===== src/core/sensor_flags_pkg.sv =====
// shared constants and carrier types for the sensor_condition_flags flag block
package sensor_flags_pkg;

  // ==========================================================
  // timing
  localparam int OSC_PERIOD_NS = 100;
  localparam int SYS_PERIOD_NS = 4;
  localparam int OSC_DIV = OSC_PERIOD_NS / SYS_PERIOD_NS;
  localparam real RING_TOUT_STEP_US = 51.2;
  localparam int RING_TOUT_STEP_OSC = int'(RING_TOUT_STEP_US * 1000.0) / OSC_PERIOD_NS;

  // ==========================================================
  // flag positions
  localparam int FLAG_NOISE = 0;
  localparam int FLAG_SUPPLY = 1;
  localparam int FLAG_PER_UPD = 2;
  localparam int FLAG_PER_DIR = 3;
  localparam int FLAG_SHORT_DECAY = 4;
  localparam int FLAG_RING_TOUT = 5;
  localparam int FLAG_OVERTEMP = 6;
  localparam int FLAG_HW_ERR = 7;
  localparam logic [7:0] FLAGS_RESET = 8'h84;

  // ==========================================================
  // crc and eeprom word layout
  localparam logic [7:0] CRC_POLY = 8'h2F;
  localparam logic [7:0] CRC_INIT = 8'hFF;
  localparam int EE_DATA_W = 8;
  localparam int EE_ECC_W = 5;
  localparam int EE_WORD_W = EE_DATA_W + EE_ECC_W;
  localparam logic [7:0] CFG_ITEM_STATUS = 8'h01;
  localparam logic [7:0] DEFAULT_CELL = 8'h00;

  // ==========================================================
  // carriers
  typedef struct packed {
    logic start;
    logic direct;
    logic done;
    logic tx_active;
    logic tx_end;
    logic noise_over;
    logic ring_present;
    logic ring_decayed;
    logic uv;
    logic ov;
  } meas_evt_t;

  typedef struct packed {
    logic [9:0] measured_ringing_period;
    logic [9:0] carrier_period;
    logic [9:0] ringing_period_tolerance;
    logic [7:0] ringing_monitor_window;
    logic [7:0] ringing_end_timeout;
  } ring_cfg_t;

  typedef enum logic [2:0] {
    RF_IDLE,
    RF_READ,
    RF_WAIT,
    RF_CHECK,
    PG_WRITE,
    PG_CRC
  } ee_state_t;

endpackage

===== src/core/sensor_condition_flags_flags.sv =====
// sensor_condition_flags flags with eeprom refresh ecc and crc checking
`timescale 1ns/1ps
// ==========================================================
module sensor_condition_flags_flags
  import sensor_flags_pkg::*;
#(
  parameter int CFG_WORDS = 16,
  parameter int ADDR_W = 4
)
(
  input wire logic clk_sys,
  input wire logic arst_n,
  input wire logic clk_en,
  input wire meas_evt_t meas_evt,
  input wire ring_cfg_t ring_cfg,
  input wire logic overtemp_pin,
  input wire logic echo_above_thr,
  input wire logic cfg_read_strobe,
  input wire logic [7:0] cfg_read_item,
  input wire logic refresh_cmd,
  input wire logic program_cmd,
  input wire logic [EE_WORD_W-1:0] ee_rdata,
  input wire logic ee_rvalid,
  input wire logic [ADDR_W-1:0] cfg_rd_addr,
  input wire logic [CFG_WORDS-1:0] cfg_backed,
  output logic [7:0] sensor_condition_flags,
  output logic [7:0] cfg_rd_data,
  output logic line_echo,
  output logic power_down,
  output logic tx_stop,
  output logic osc_tick,
  output logic ee_rd_req,
  output logic ee_wr_req,
  output logic [ADDR_W:0] ee_addr,
  output logic [EE_WORD_W-1:0] ee_wdata,
  output logic refresh_busy
);

  // ==========================================================
  // helpers
  function automatic logic [7:0] crc_step(input logic [7:0] crc, input logic [7:0] d);
    logic [7:0] c;
    c = crc;
    for (int i = 0; i < 8; i++)
    begin
      if (c[7] ^ d[i])
        c = {c[6:0], 1'b0} ^ CRC_POLY;
      else
        c = {c[6:0], 1'b0};
    end
    return c;
  endfunction

  // hamming positions 1..12 plus overall parity bit
  function automatic logic [EE_WORD_W-1:0] ecc_encode(input logic [7:0] d);
    logic [12:1] w;
    logic p;
    w = '0;
    {w[12], w[11], w[10], w[9], w[7], w[6], w[5], w[3]} = d;
    w[1] = w[3] ^ w[5] ^ w[7] ^ w[9] ^ w[11];
    w[2] = w[3] ^ w[6] ^ w[7] ^ w[10] ^ w[11];
    w[4] = w[5] ^ w[6] ^ w[7] ^ w[12];
    w[8] = w[9] ^ w[10] ^ w[11] ^ w[12];
    p = ^w;
    return {p, w};
  endfunction

  // returns {double_err, corrected data}
  function automatic logic [8:0] ecc_decode(input logic [EE_WORD_W-1:0] cw);
    logic [12:1] w;
    logic [3:0] syn;
    logic par;
    logic dbl;
    w = cw[11:0];
    syn[0] = w[1] ^ w[3] ^ w[5] ^ w[7] ^ w[9] ^ w[11];
    syn[1] = w[2] ^ w[3] ^ w[6] ^ w[7] ^ w[10] ^ w[11];
    syn[2] = w[4] ^ w[5] ^ w[6] ^ w[7] ^ w[12];
    syn[3] = w[8] ^ w[9] ^ w[10] ^ w[11] ^ w[12];
    par = ^cw;
    dbl = 1'b0;
    if (syn != 4'h0 && !par)
      dbl = 1'b1;
    else if (syn != 4'h0 && syn <= 4'hC)
      w[syn] = ~w[syn];
    return {dbl, w[12], w[11], w[10], w[9], w[7], w[6], w[5], w[3]};
  endfunction

  // ==========================================================
  // state
  typedef struct packed {
    logic [7:0] flags;
    logic por_flag;
    logic dbl_err;
    logic crc_err;
    logic [4:0] div_cnt;
    logic tick;
    logic in_meas;
    logic direct;
    logic ov_pre;
    logic tx_stop;
    logic ring_on;
    logic [16:0] tout_cnt;
    logic [15:0] mon_cnt;
    logic tout_run;
    logic decayed_early;
    logic [2:0] ot_sync;
    logic ot_state;
    logic echo;
    logic pd;
    ee_state_t st;
    logic [ADDR_W:0] addr;
    logic [7:0] crc;
    logic dbl_acc;
    logic [7:0] rd_data;
    logic boot;
  } state_t;

  state_t s_reg;
  state_t s_next;
  logic [7:0] cfg_mem [CFG_WORDS];
  logic [8:0] dec;
  logic last_word;
  logic [4:0] ov_code;
  logic flag_read;

  assign dec = ecc_decode(ee_rdata);
  assign last_word = (s_reg.addr == ADDR_W'(CFG_WORDS - 1));
  assign flag_read = cfg_read_strobe && (cfg_read_item == CFG_ITEM_STATUS);

  // ==========================================================
  // next state
  always_comb
  begin
    s_next = s_reg;
    s_next.tick = 1'b0;
    if (s_reg.div_cnt == 5'(OSC_DIV - 1))
    begin
      s_next.div_cnt = '0;
      s_next.tick = 1'b1;
    end
    else
      s_next.div_cnt = s_reg.div_cnt + 5'h01;

    // thermal input, change accepted when stages two and three agree
    s_next.ot_sync = {s_reg.ot_sync[1:0], overtemp_pin};
    if (s_reg.ot_sync[2] == s_reg.ot_sync[1])
      s_next.ot_state = s_reg.ot_sync[2];
    s_next.pd = s_reg.ot_state;
    // echo level to line driver, silent in power-down
    s_next.echo = echo_above_thr && s_reg.in_meas && !s_reg.ot_state;

    // any measurement start clears the noise flag, a direct start also clears flags 1 to 5
    // overtemp flag also cleared at start
    if (meas_evt.start)
    begin
      s_next.in_meas = 1'b1;
      s_next.direct = meas_evt.direct;
      s_next.ov_pre = meas_evt.ov;
      s_next.tx_stop = 1'b0;
      s_next.ring_on = 1'b0;
      s_next.tout_run = 1'b0;
      s_next.decayed_early = 1'b0;
      s_next.flags[FLAG_NOISE] = 1'b0;
      s_next.flags[FLAG_OVERTEMP] = 1'b0;
      if (meas_evt.direct)
        s_next.flags[FLAG_RING_TOUT:FLAG_SUPPLY] = '0;
    end
    else if (s_reg.in_meas)
    begin
      if (meas_evt.noise_over)
        s_next.flags[FLAG_NOISE] = 1'b1;
      if (s_reg.direct && meas_evt.tx_active)
      begin
        // ov crossing only counts if not high before tx
        if (meas_evt.uv || (meas_evt.ov && !s_reg.ov_pre))
          s_next.flags[FLAG_SUPPLY] = 1'b1;
        if (meas_evt.ov)
          s_next.tx_stop = 1'b1;
      end
      // ringing evaluation only in direct mode
      if (s_reg.direct && meas_evt.tx_end)
      begin
        s_next.tout_run = 1'b1;
        s_next.ring_on = 1'b1;
        // largest code times the step needs seventeen bits
        s_next.tout_cnt = 17'({9'h000, ring_cfg.ringing_end_timeout} * RING_TOUT_STEP_OSC);
        s_next.mon_cnt = {8'h00, ring_cfg.ringing_monitor_window};
      end
      if (s_reg.tout_run && s_reg.tick)
      begin
        if (s_reg.mon_cnt != 16'h0000)
          s_next.mon_cnt = s_reg.mon_cnt - 16'h0001;
        if (s_reg.tout_cnt != 17'h00000)
          s_next.tout_cnt = s_reg.tout_cnt - 17'h00001;
      end
      if (s_reg.tout_run && s_reg.ring_on && meas_evt.ring_decayed)
      begin
        s_next.ring_on = 1'b0;
        if (s_reg.mon_cnt != 16'h0000)
          s_next.flags[FLAG_SHORT_DECAY] = 1'b1;
      end
      if (s_reg.tout_run && s_reg.tout_cnt == 17'h00000)
      begin
        s_next.tout_run = 1'b0;
        if (s_reg.ring_on && meas_evt.ring_present)
          s_next.flags[FLAG_RING_TOUT] = 1'b1;
      end
      if (meas_evt.done)
      begin
        s_next.in_meas = 1'b0;
        s_next.tout_run = 1'b0;
        if (s_reg.direct)
        begin
          if ((ring_cfg.measured_ringing_period >
               ring_cfg.carrier_period + ring_cfg.ringing_period_tolerance) ||
              (ring_cfg.measured_ringing_period + ring_cfg.ringing_period_tolerance <
               ring_cfg.carrier_period))
            s_next.flags[FLAG_PER_UPD] = 1'b1;
          s_next.flags[FLAG_PER_DIR] =
            ring_cfg.measured_ringing_period > ring_cfg.carrier_period;
        end
      end
    end

    // read of item 1 clears clear-on-read flag
    if (flag_read)
      s_next.por_flag = 1'b0;

    // thermal event sets flag, set wins over clear
    if (s_reg.ot_state)
      s_next.flags[FLAG_OVERTEMP] = 1'b1;

    // eeprom sequencer
    unique case (s_reg.st)
      RF_IDLE:
      begin
        if (s_reg.boot || refresh_cmd)
        begin
          s_next.boot = 1'b0;
          s_next.st = RF_READ;
          s_next.addr = '0;
          s_next.crc = CRC_INIT;
          s_next.dbl_acc = 1'b0;
        end
        else if (program_cmd)
        begin
          s_next.st = PG_WRITE;
          s_next.addr = '0;
          s_next.crc = CRC_INIT;
        end
      end
      RF_READ:
        s_next.st = RF_WAIT;
      RF_WAIT:
      begin
        if (ee_rvalid)
        begin
          s_next.dbl_acc = s_reg.dbl_acc | dec[8];
          if (s_reg.addr == (ADDR_W + 1)'(CFG_WORDS))
          begin
            // stored crc word compared while its data stands
            s_next.crc_err = (dec[7:0] != s_reg.crc);
            s_next.st = RF_CHECK;
          end
          else
          begin
            s_next.crc = crc_step(s_reg.crc, dec[7:0]);
            s_next.addr = s_reg.addr + 1'b1;
            s_next.st = RF_READ;
          end
        end
      end
      RF_CHECK:
      begin
        s_next.dbl_err = s_reg.dbl_acc;
        s_next.st = RF_IDLE;
      end
      PG_WRITE:
      begin
        s_next.crc = crc_step(s_reg.crc, cfg_mem[s_reg.addr[ADDR_W-1:0]]);
        if (last_word)
          s_next.st = PG_CRC;
        s_next.addr = s_reg.addr + 1'b1;
      end
      PG_CRC:
        s_next.st = RF_IDLE;
      default:
        s_next.st = RF_IDLE;
    endcase

    s_next.flags[FLAG_HW_ERR] = s_next.por_flag | s_next.dbl_err | s_next.crc_err;
    s_next.rd_data = (cfg_rd_addr == ADDR_W'(CFG_ITEM_STATUS)) ? s_reg.flags :
                     cfg_mem[cfg_rd_addr];
  end

  // ==========================================================
  // registers
  // period update flag preset at power-on
  // flags change only through the events above
  always_ff @(posedge clk_sys or negedge arst_n)
  begin
    if (!arst_n)
    begin
      s_reg <= '0;
      s_reg.flags <= FLAGS_RESET;
      s_reg.por_flag <= 1'b1;
      s_reg.boot <= 1'b1;
      s_reg.st <= RF_IDLE;
    end
    else if (clk_en)
      s_reg <= s_next;
  end

  // ==========================================================
  // configuration memory
  // refresh loads backed cells
  // unbacked cells get the default once
  always_ff @(posedge clk_sys)
  begin
    if (clk_en)
    begin
      for (int i = 0; i < CFG_WORDS; i++)
      begin
        if (s_reg.boot && !cfg_backed[i])
          cfg_mem[i] <= DEFAULT_CELL;
      end
      if (s_reg.st == RF_WAIT && ee_rvalid && s_reg.addr != (ADDR_W + 1)'(CFG_WORDS) &&
          cfg_backed[s_reg.addr[ADDR_W-1:0]])
        cfg_mem[s_reg.addr[ADDR_W-1:0]] <= dec[7:0];
    end
  end

  // ==========================================================
  // outputs
  assign sensor_condition_flags = s_reg.flags;
  assign cfg_rd_data = s_reg.rd_data;
  assign line_echo = s_reg.echo;
  assign power_down = s_reg.pd;
  assign tx_stop = s_reg.tx_stop;
  assign osc_tick = s_reg.tick;
  assign ee_rd_req = (s_reg.st == RF_READ);
  assign ee_wr_req = (s_reg.st == PG_WRITE) || (s_reg.st == PG_CRC);
  assign ee_addr = s_reg.addr;
  // stored crc word is ecc protected too
  assign ee_wdata = (s_reg.st == PG_CRC) ? ecc_encode(s_reg.crc) :
                    ecc_encode(cfg_mem[s_reg.addr[ADDR_W-1:0]]);
  assign refresh_busy = (s_reg.st != RF_IDLE);

endmodule


===== config.mk =====
export PLATFORM = sky130hd
export DESIGN_NAME = sensor_condition_flags_flags
export DESIGN_NICKNAME = d
export VERILOG_FILES = /design/src/core/sensor_flags_pkg.sv /design/src/core/sensor_condition_flags_flags.sv
export SDC_FILE = /design/constraint.sdc
export NUM_CORES = 1
export LEC_CHECK = 0
export ABC_AREA = 0
export BUFFER_PORTS_ARGS = -buffer_cell sky130_fd_sc_hd__clkbuf_2
export CAP_MARGIN = 20
export CORE_UTILIZATION = 67
export CTS_BUF_LIST = sky130_fd_sc_hd__clkbuf_2 sky130_fd_sc_hd__clkbuf_4 sky130_fd_sc_hd__clkbuf_8
export DETAILED_ROUTE_END_ITERATION = 6
export PLACE_DENSITY = 0.9
export RECOVER_POWER = 25
export SLEW_MARGIN = 20
export SYNTH_ARGS = -nofsm -noshare
export SYNTH_HDL_FRONTEND = slang
export SYNTH_SLANG_ARGS = --single-unit
export TNS_END_PERCENT = 5

===== constraint.sdc =====
create_clock -name clk_sys -period 6.6 [get_ports clk_sys]
set_input_delay 0.99 -clock clk_sys [delete_from_list [all_inputs] [get_ports clk_sys]]
set_output_delay 0.99 -clock clk_sys [all_outputs]
set_load 0.02 [all_outputs]

==> run_results.csv <==
group,metric,value,unit
logic_synthesis,syn_inst,1369,
min_path,worstHoldPathCells,1,
critical_path,reg2reg_to,"cfg_mem[14][4]",
routing,wl_met3,4271,um
floorplan,die_h,150.1,um
logic_synthesis,syn_area,14690,um2
layout,fin_nets,1643,
routing,wl_per_cell,21.34,um
global_routing,grt_pass1_vias,11420,
layout,fill_cells,1379,
logic_synthesis,synth-seq-area-share,41.18,%
critical_path,crit_required,6.84,ns
min_path,hp-start,"s_reg[78]",
logic_synthesis,synth_edf_count,128,
cts,ctsHoldBuffers,0,
global_routing,grtUsageTotal,34.34,%
logic_synthesis,ys.flop_type,"edfxtp_1",
floorplan,die_x,150.1,um
logic_synthesis,synthTopCellsByArea,"edfxtp_1, dfrtp_1, mux4_2, xnor2_1, ha_1",
critical_path,reg2regPathDepth,9,
timing,timing.fmax,181.8,MHz
min_path,hold_end,"s_reg[78]",
critical_path,rrSetupSlack,2.02,ns
routing,routed_wl,37990,um
floorplan,core-area,21290,um2
logic_synthesis,synth_top_area_share,26.16,%
routing,met1_length,13690,um
place,port_buffers,146,
logic_synthesis,async_flop_share,40.74,%
pwr,leakage,6.483,nW
critical_path,timing.rr.start,"ee_addr[2]",
global_routing,antenna_found_initial,0,
logic_synthesis,synthTopCellsByCount,"nor2_1, edfxtp_1, xnor2_1, o21ai_0, dfrtp_1",
routing,drtIter0Drc,1045,
timing,final_max_slew_viol_count,149,
floorplan,ios,147,
logic_synthesis,synth_most_common_cell,"nor2_1",
timing,setup-tns-final,0,ns
critical_path,worstPathCellList,"clkbuf_2, clkbuf_1, o221a_1, and3b_1, and3_1, and2_1, nand3_1, o21ai_0, buf_4",
cts,clkTransAtPathRegs,0.06,ns
routing,firstDrtPassIters,5,
timing,skew,0.03097,ns
timing,setup_viol,0,
layout,drive_gt1_share,24.05,%
logic_synthesis,synth_cell_types,82,
timing,tightest_slew,3.264,ns
min_path,hold_class,"reg -> reg",
cts,clkSinkCount,216,
place,gp_congestion,0.9488,
floorplan,die_area,22530,um2
critical_path,cp_slowest_cell,"clkbuf_1",
pwr,total_power,6.172,mW
cts,htreeDepth,2,
place,hpwl,27420,um
critical_path,criticalPathCategory,"in -> reg",
routing,drc_errors,0,
global_routing,grt_max_degree,62,
logic_synthesis,synth_nets,1533,
cts,cts_resized,0,
logic_synthesis,syn_area_per_cell,10.73,um2
logic_synthesis,yosysTopAreaCell,"edfxtp_1",
timing,finalHoldViolCount,0,
timing,relSlewSlack,-117.6,%
logic_synthesis,yosysWarnings,0,
routing,met2_length,18610,um
cts,clockBufferDepth,3,
timing,min_period,5.501,ns
logic_synthesis,synth_seq_cells,216,
critical_path,critPathLaunchType,"input pin",
global_routing,grt-ovfl-total,0,
run_status,violations,"capacitance limit, slew limit",
pwr,ir_drop,0.4676,mV
layout,diodes,0,
routing,antenna_left,0,
routing,num_vias,11610,
layout,area_growth,10.14,%
critical_path,path_max_fanout,58,
cts,insertion_delay,0.54,ns
critical_path,endpoint_kind,"register",
routing,topRoutingLayerUsed,"met4",
routing,via_per_inst,6.524,
cts,clock-root-buffer,"clkbuf_8",
cts,post_cts_buffers,0,
layout,largest_register_ff_count,128,
critical_path,slowest_delay,1.60,ns
floorplan,start_util,69.03,%
run,maxCapViolations,3,
floorplan,row_count,53,
timing,grt_setup_unrepaired,"false",
critical_path,arrival,5.74,ns
global_routing,grt_pass1_wl,58840,um
cts,cts_buffers,37,
cts,cts_tree,"done",
timing,period_share,83.35,%
run_status,status,"finished, violations left",
pwr,power_density,381.4,nW/um2
[cell usage in the layout, fill, tap and decap left out, types with 10 or more instances in the layout]
master,n
or3_1,15
nand2b_1,13
ha_1,56
o21ai_0,85
a31oi_1,12
clkbuf_4,10
edfxtp_1,128
mux4_2,77
mux2_2,23
nor3_1,27
xor2_1,23
buf_4,24
a21oi_1,72
nand2_1,83
nor2b_1,14
dfrtp_1,83
inv_1,55
nor2_1,185
a21o_1,14
xnor2_1,101
o211ai_1,11
clkbuf_2,139
clkbuf_8,38
nand3_1,18
[how the worst max path moves through the flow]
stage	startpoint	slack, ns	to
final	clk_en	1.10	cfg_mem[14][4]
after CTS	ee_addr[0]	1.50	ee_wdata[0]
after global routing	arst_n	0.78	ee_addr[0]
after detailed placement	ee_rdata[10]	1.37	sensor_condition_flags[7]
after floorplan	ee_rdata[2]	2.35	s_reg[13]
after global placement	ee_rdata[10]	1.55	sensor_condition_flags[7]
[area by class of cell]
type | count | area (um2) | share of cell area, %
sequential | 216 | 6052 | 37.39
inverter | 55 | 206.4 | 1.276
multi-input combinational | 997 | 7970 | 49.25
tap | 275 | 344.1 | 2.126
clock buffer | 48 | 598.1 | 3.695
clock inverter | 17 | 103.9 | 0.6417
timing repair buffer | 172 | 909.6 | 5.620
[worst max-delay path, delay by kind of cell]
kind	cells	cell delay [ns]
compound gates	2	1.15
simple gates	4	1.60
buf+inv	3	1.96
[through the flow]
| step | util [%] | worst slack, ns | hold WS [ns] | cell area (um2) | instances |
|---|---|---|---|---|---|
| 2_1_floorplan | - | 2.351 | 0.4485 | 14690 | 1369 |
| 3_3_place_gp | 72.74 | 1.548 | 0.4577 | 15480 | 1715 |
| 3_5_place_dp | 72.74 | 1.367 | 0.4609 | 15480 | 1715 |
| 4_1_cts | 76.04 | 1.498 | 0.3606 | 16190 | 1780 |
| 5_1_grt | 76.03 | 0.7796 | 0.4971 | 16180 | 1780 |
| 6_report | 76.03 | 1.099 | 0.4871 | 16180 | 1780 |
[logic make-up after synthesis]
kind of cell | count (synthesis) | synth area share (%)
mux | 112 | 14.46
simple gates | 407 | 12.60
buf+inv | 156 | 4.726
xor+xnor | 143 | 9.979
compound gates | 276 | 11.95
flops | 216 | 41.18
fa+ha+maj | 59 | 5.109
[report_power, final]
part           total (mW)  internal, mW  switching, mW
sequential           1.76          1.54          0.219
clock                1.18         0.631          0.544
combinational        3.23          1.46           1.77
total                6.17          3.64           2.54
[per-layer routing]
metal | vias to the layer above | track usage [%]
li1 | 5196 | -
met1 | 5530 | 44.03
met2 | 769 | 56.94
met4 | 0 | 15.15
met5 | - | 0
met3 | 118 | 6.697
Power figures use the tool's default switching activity.
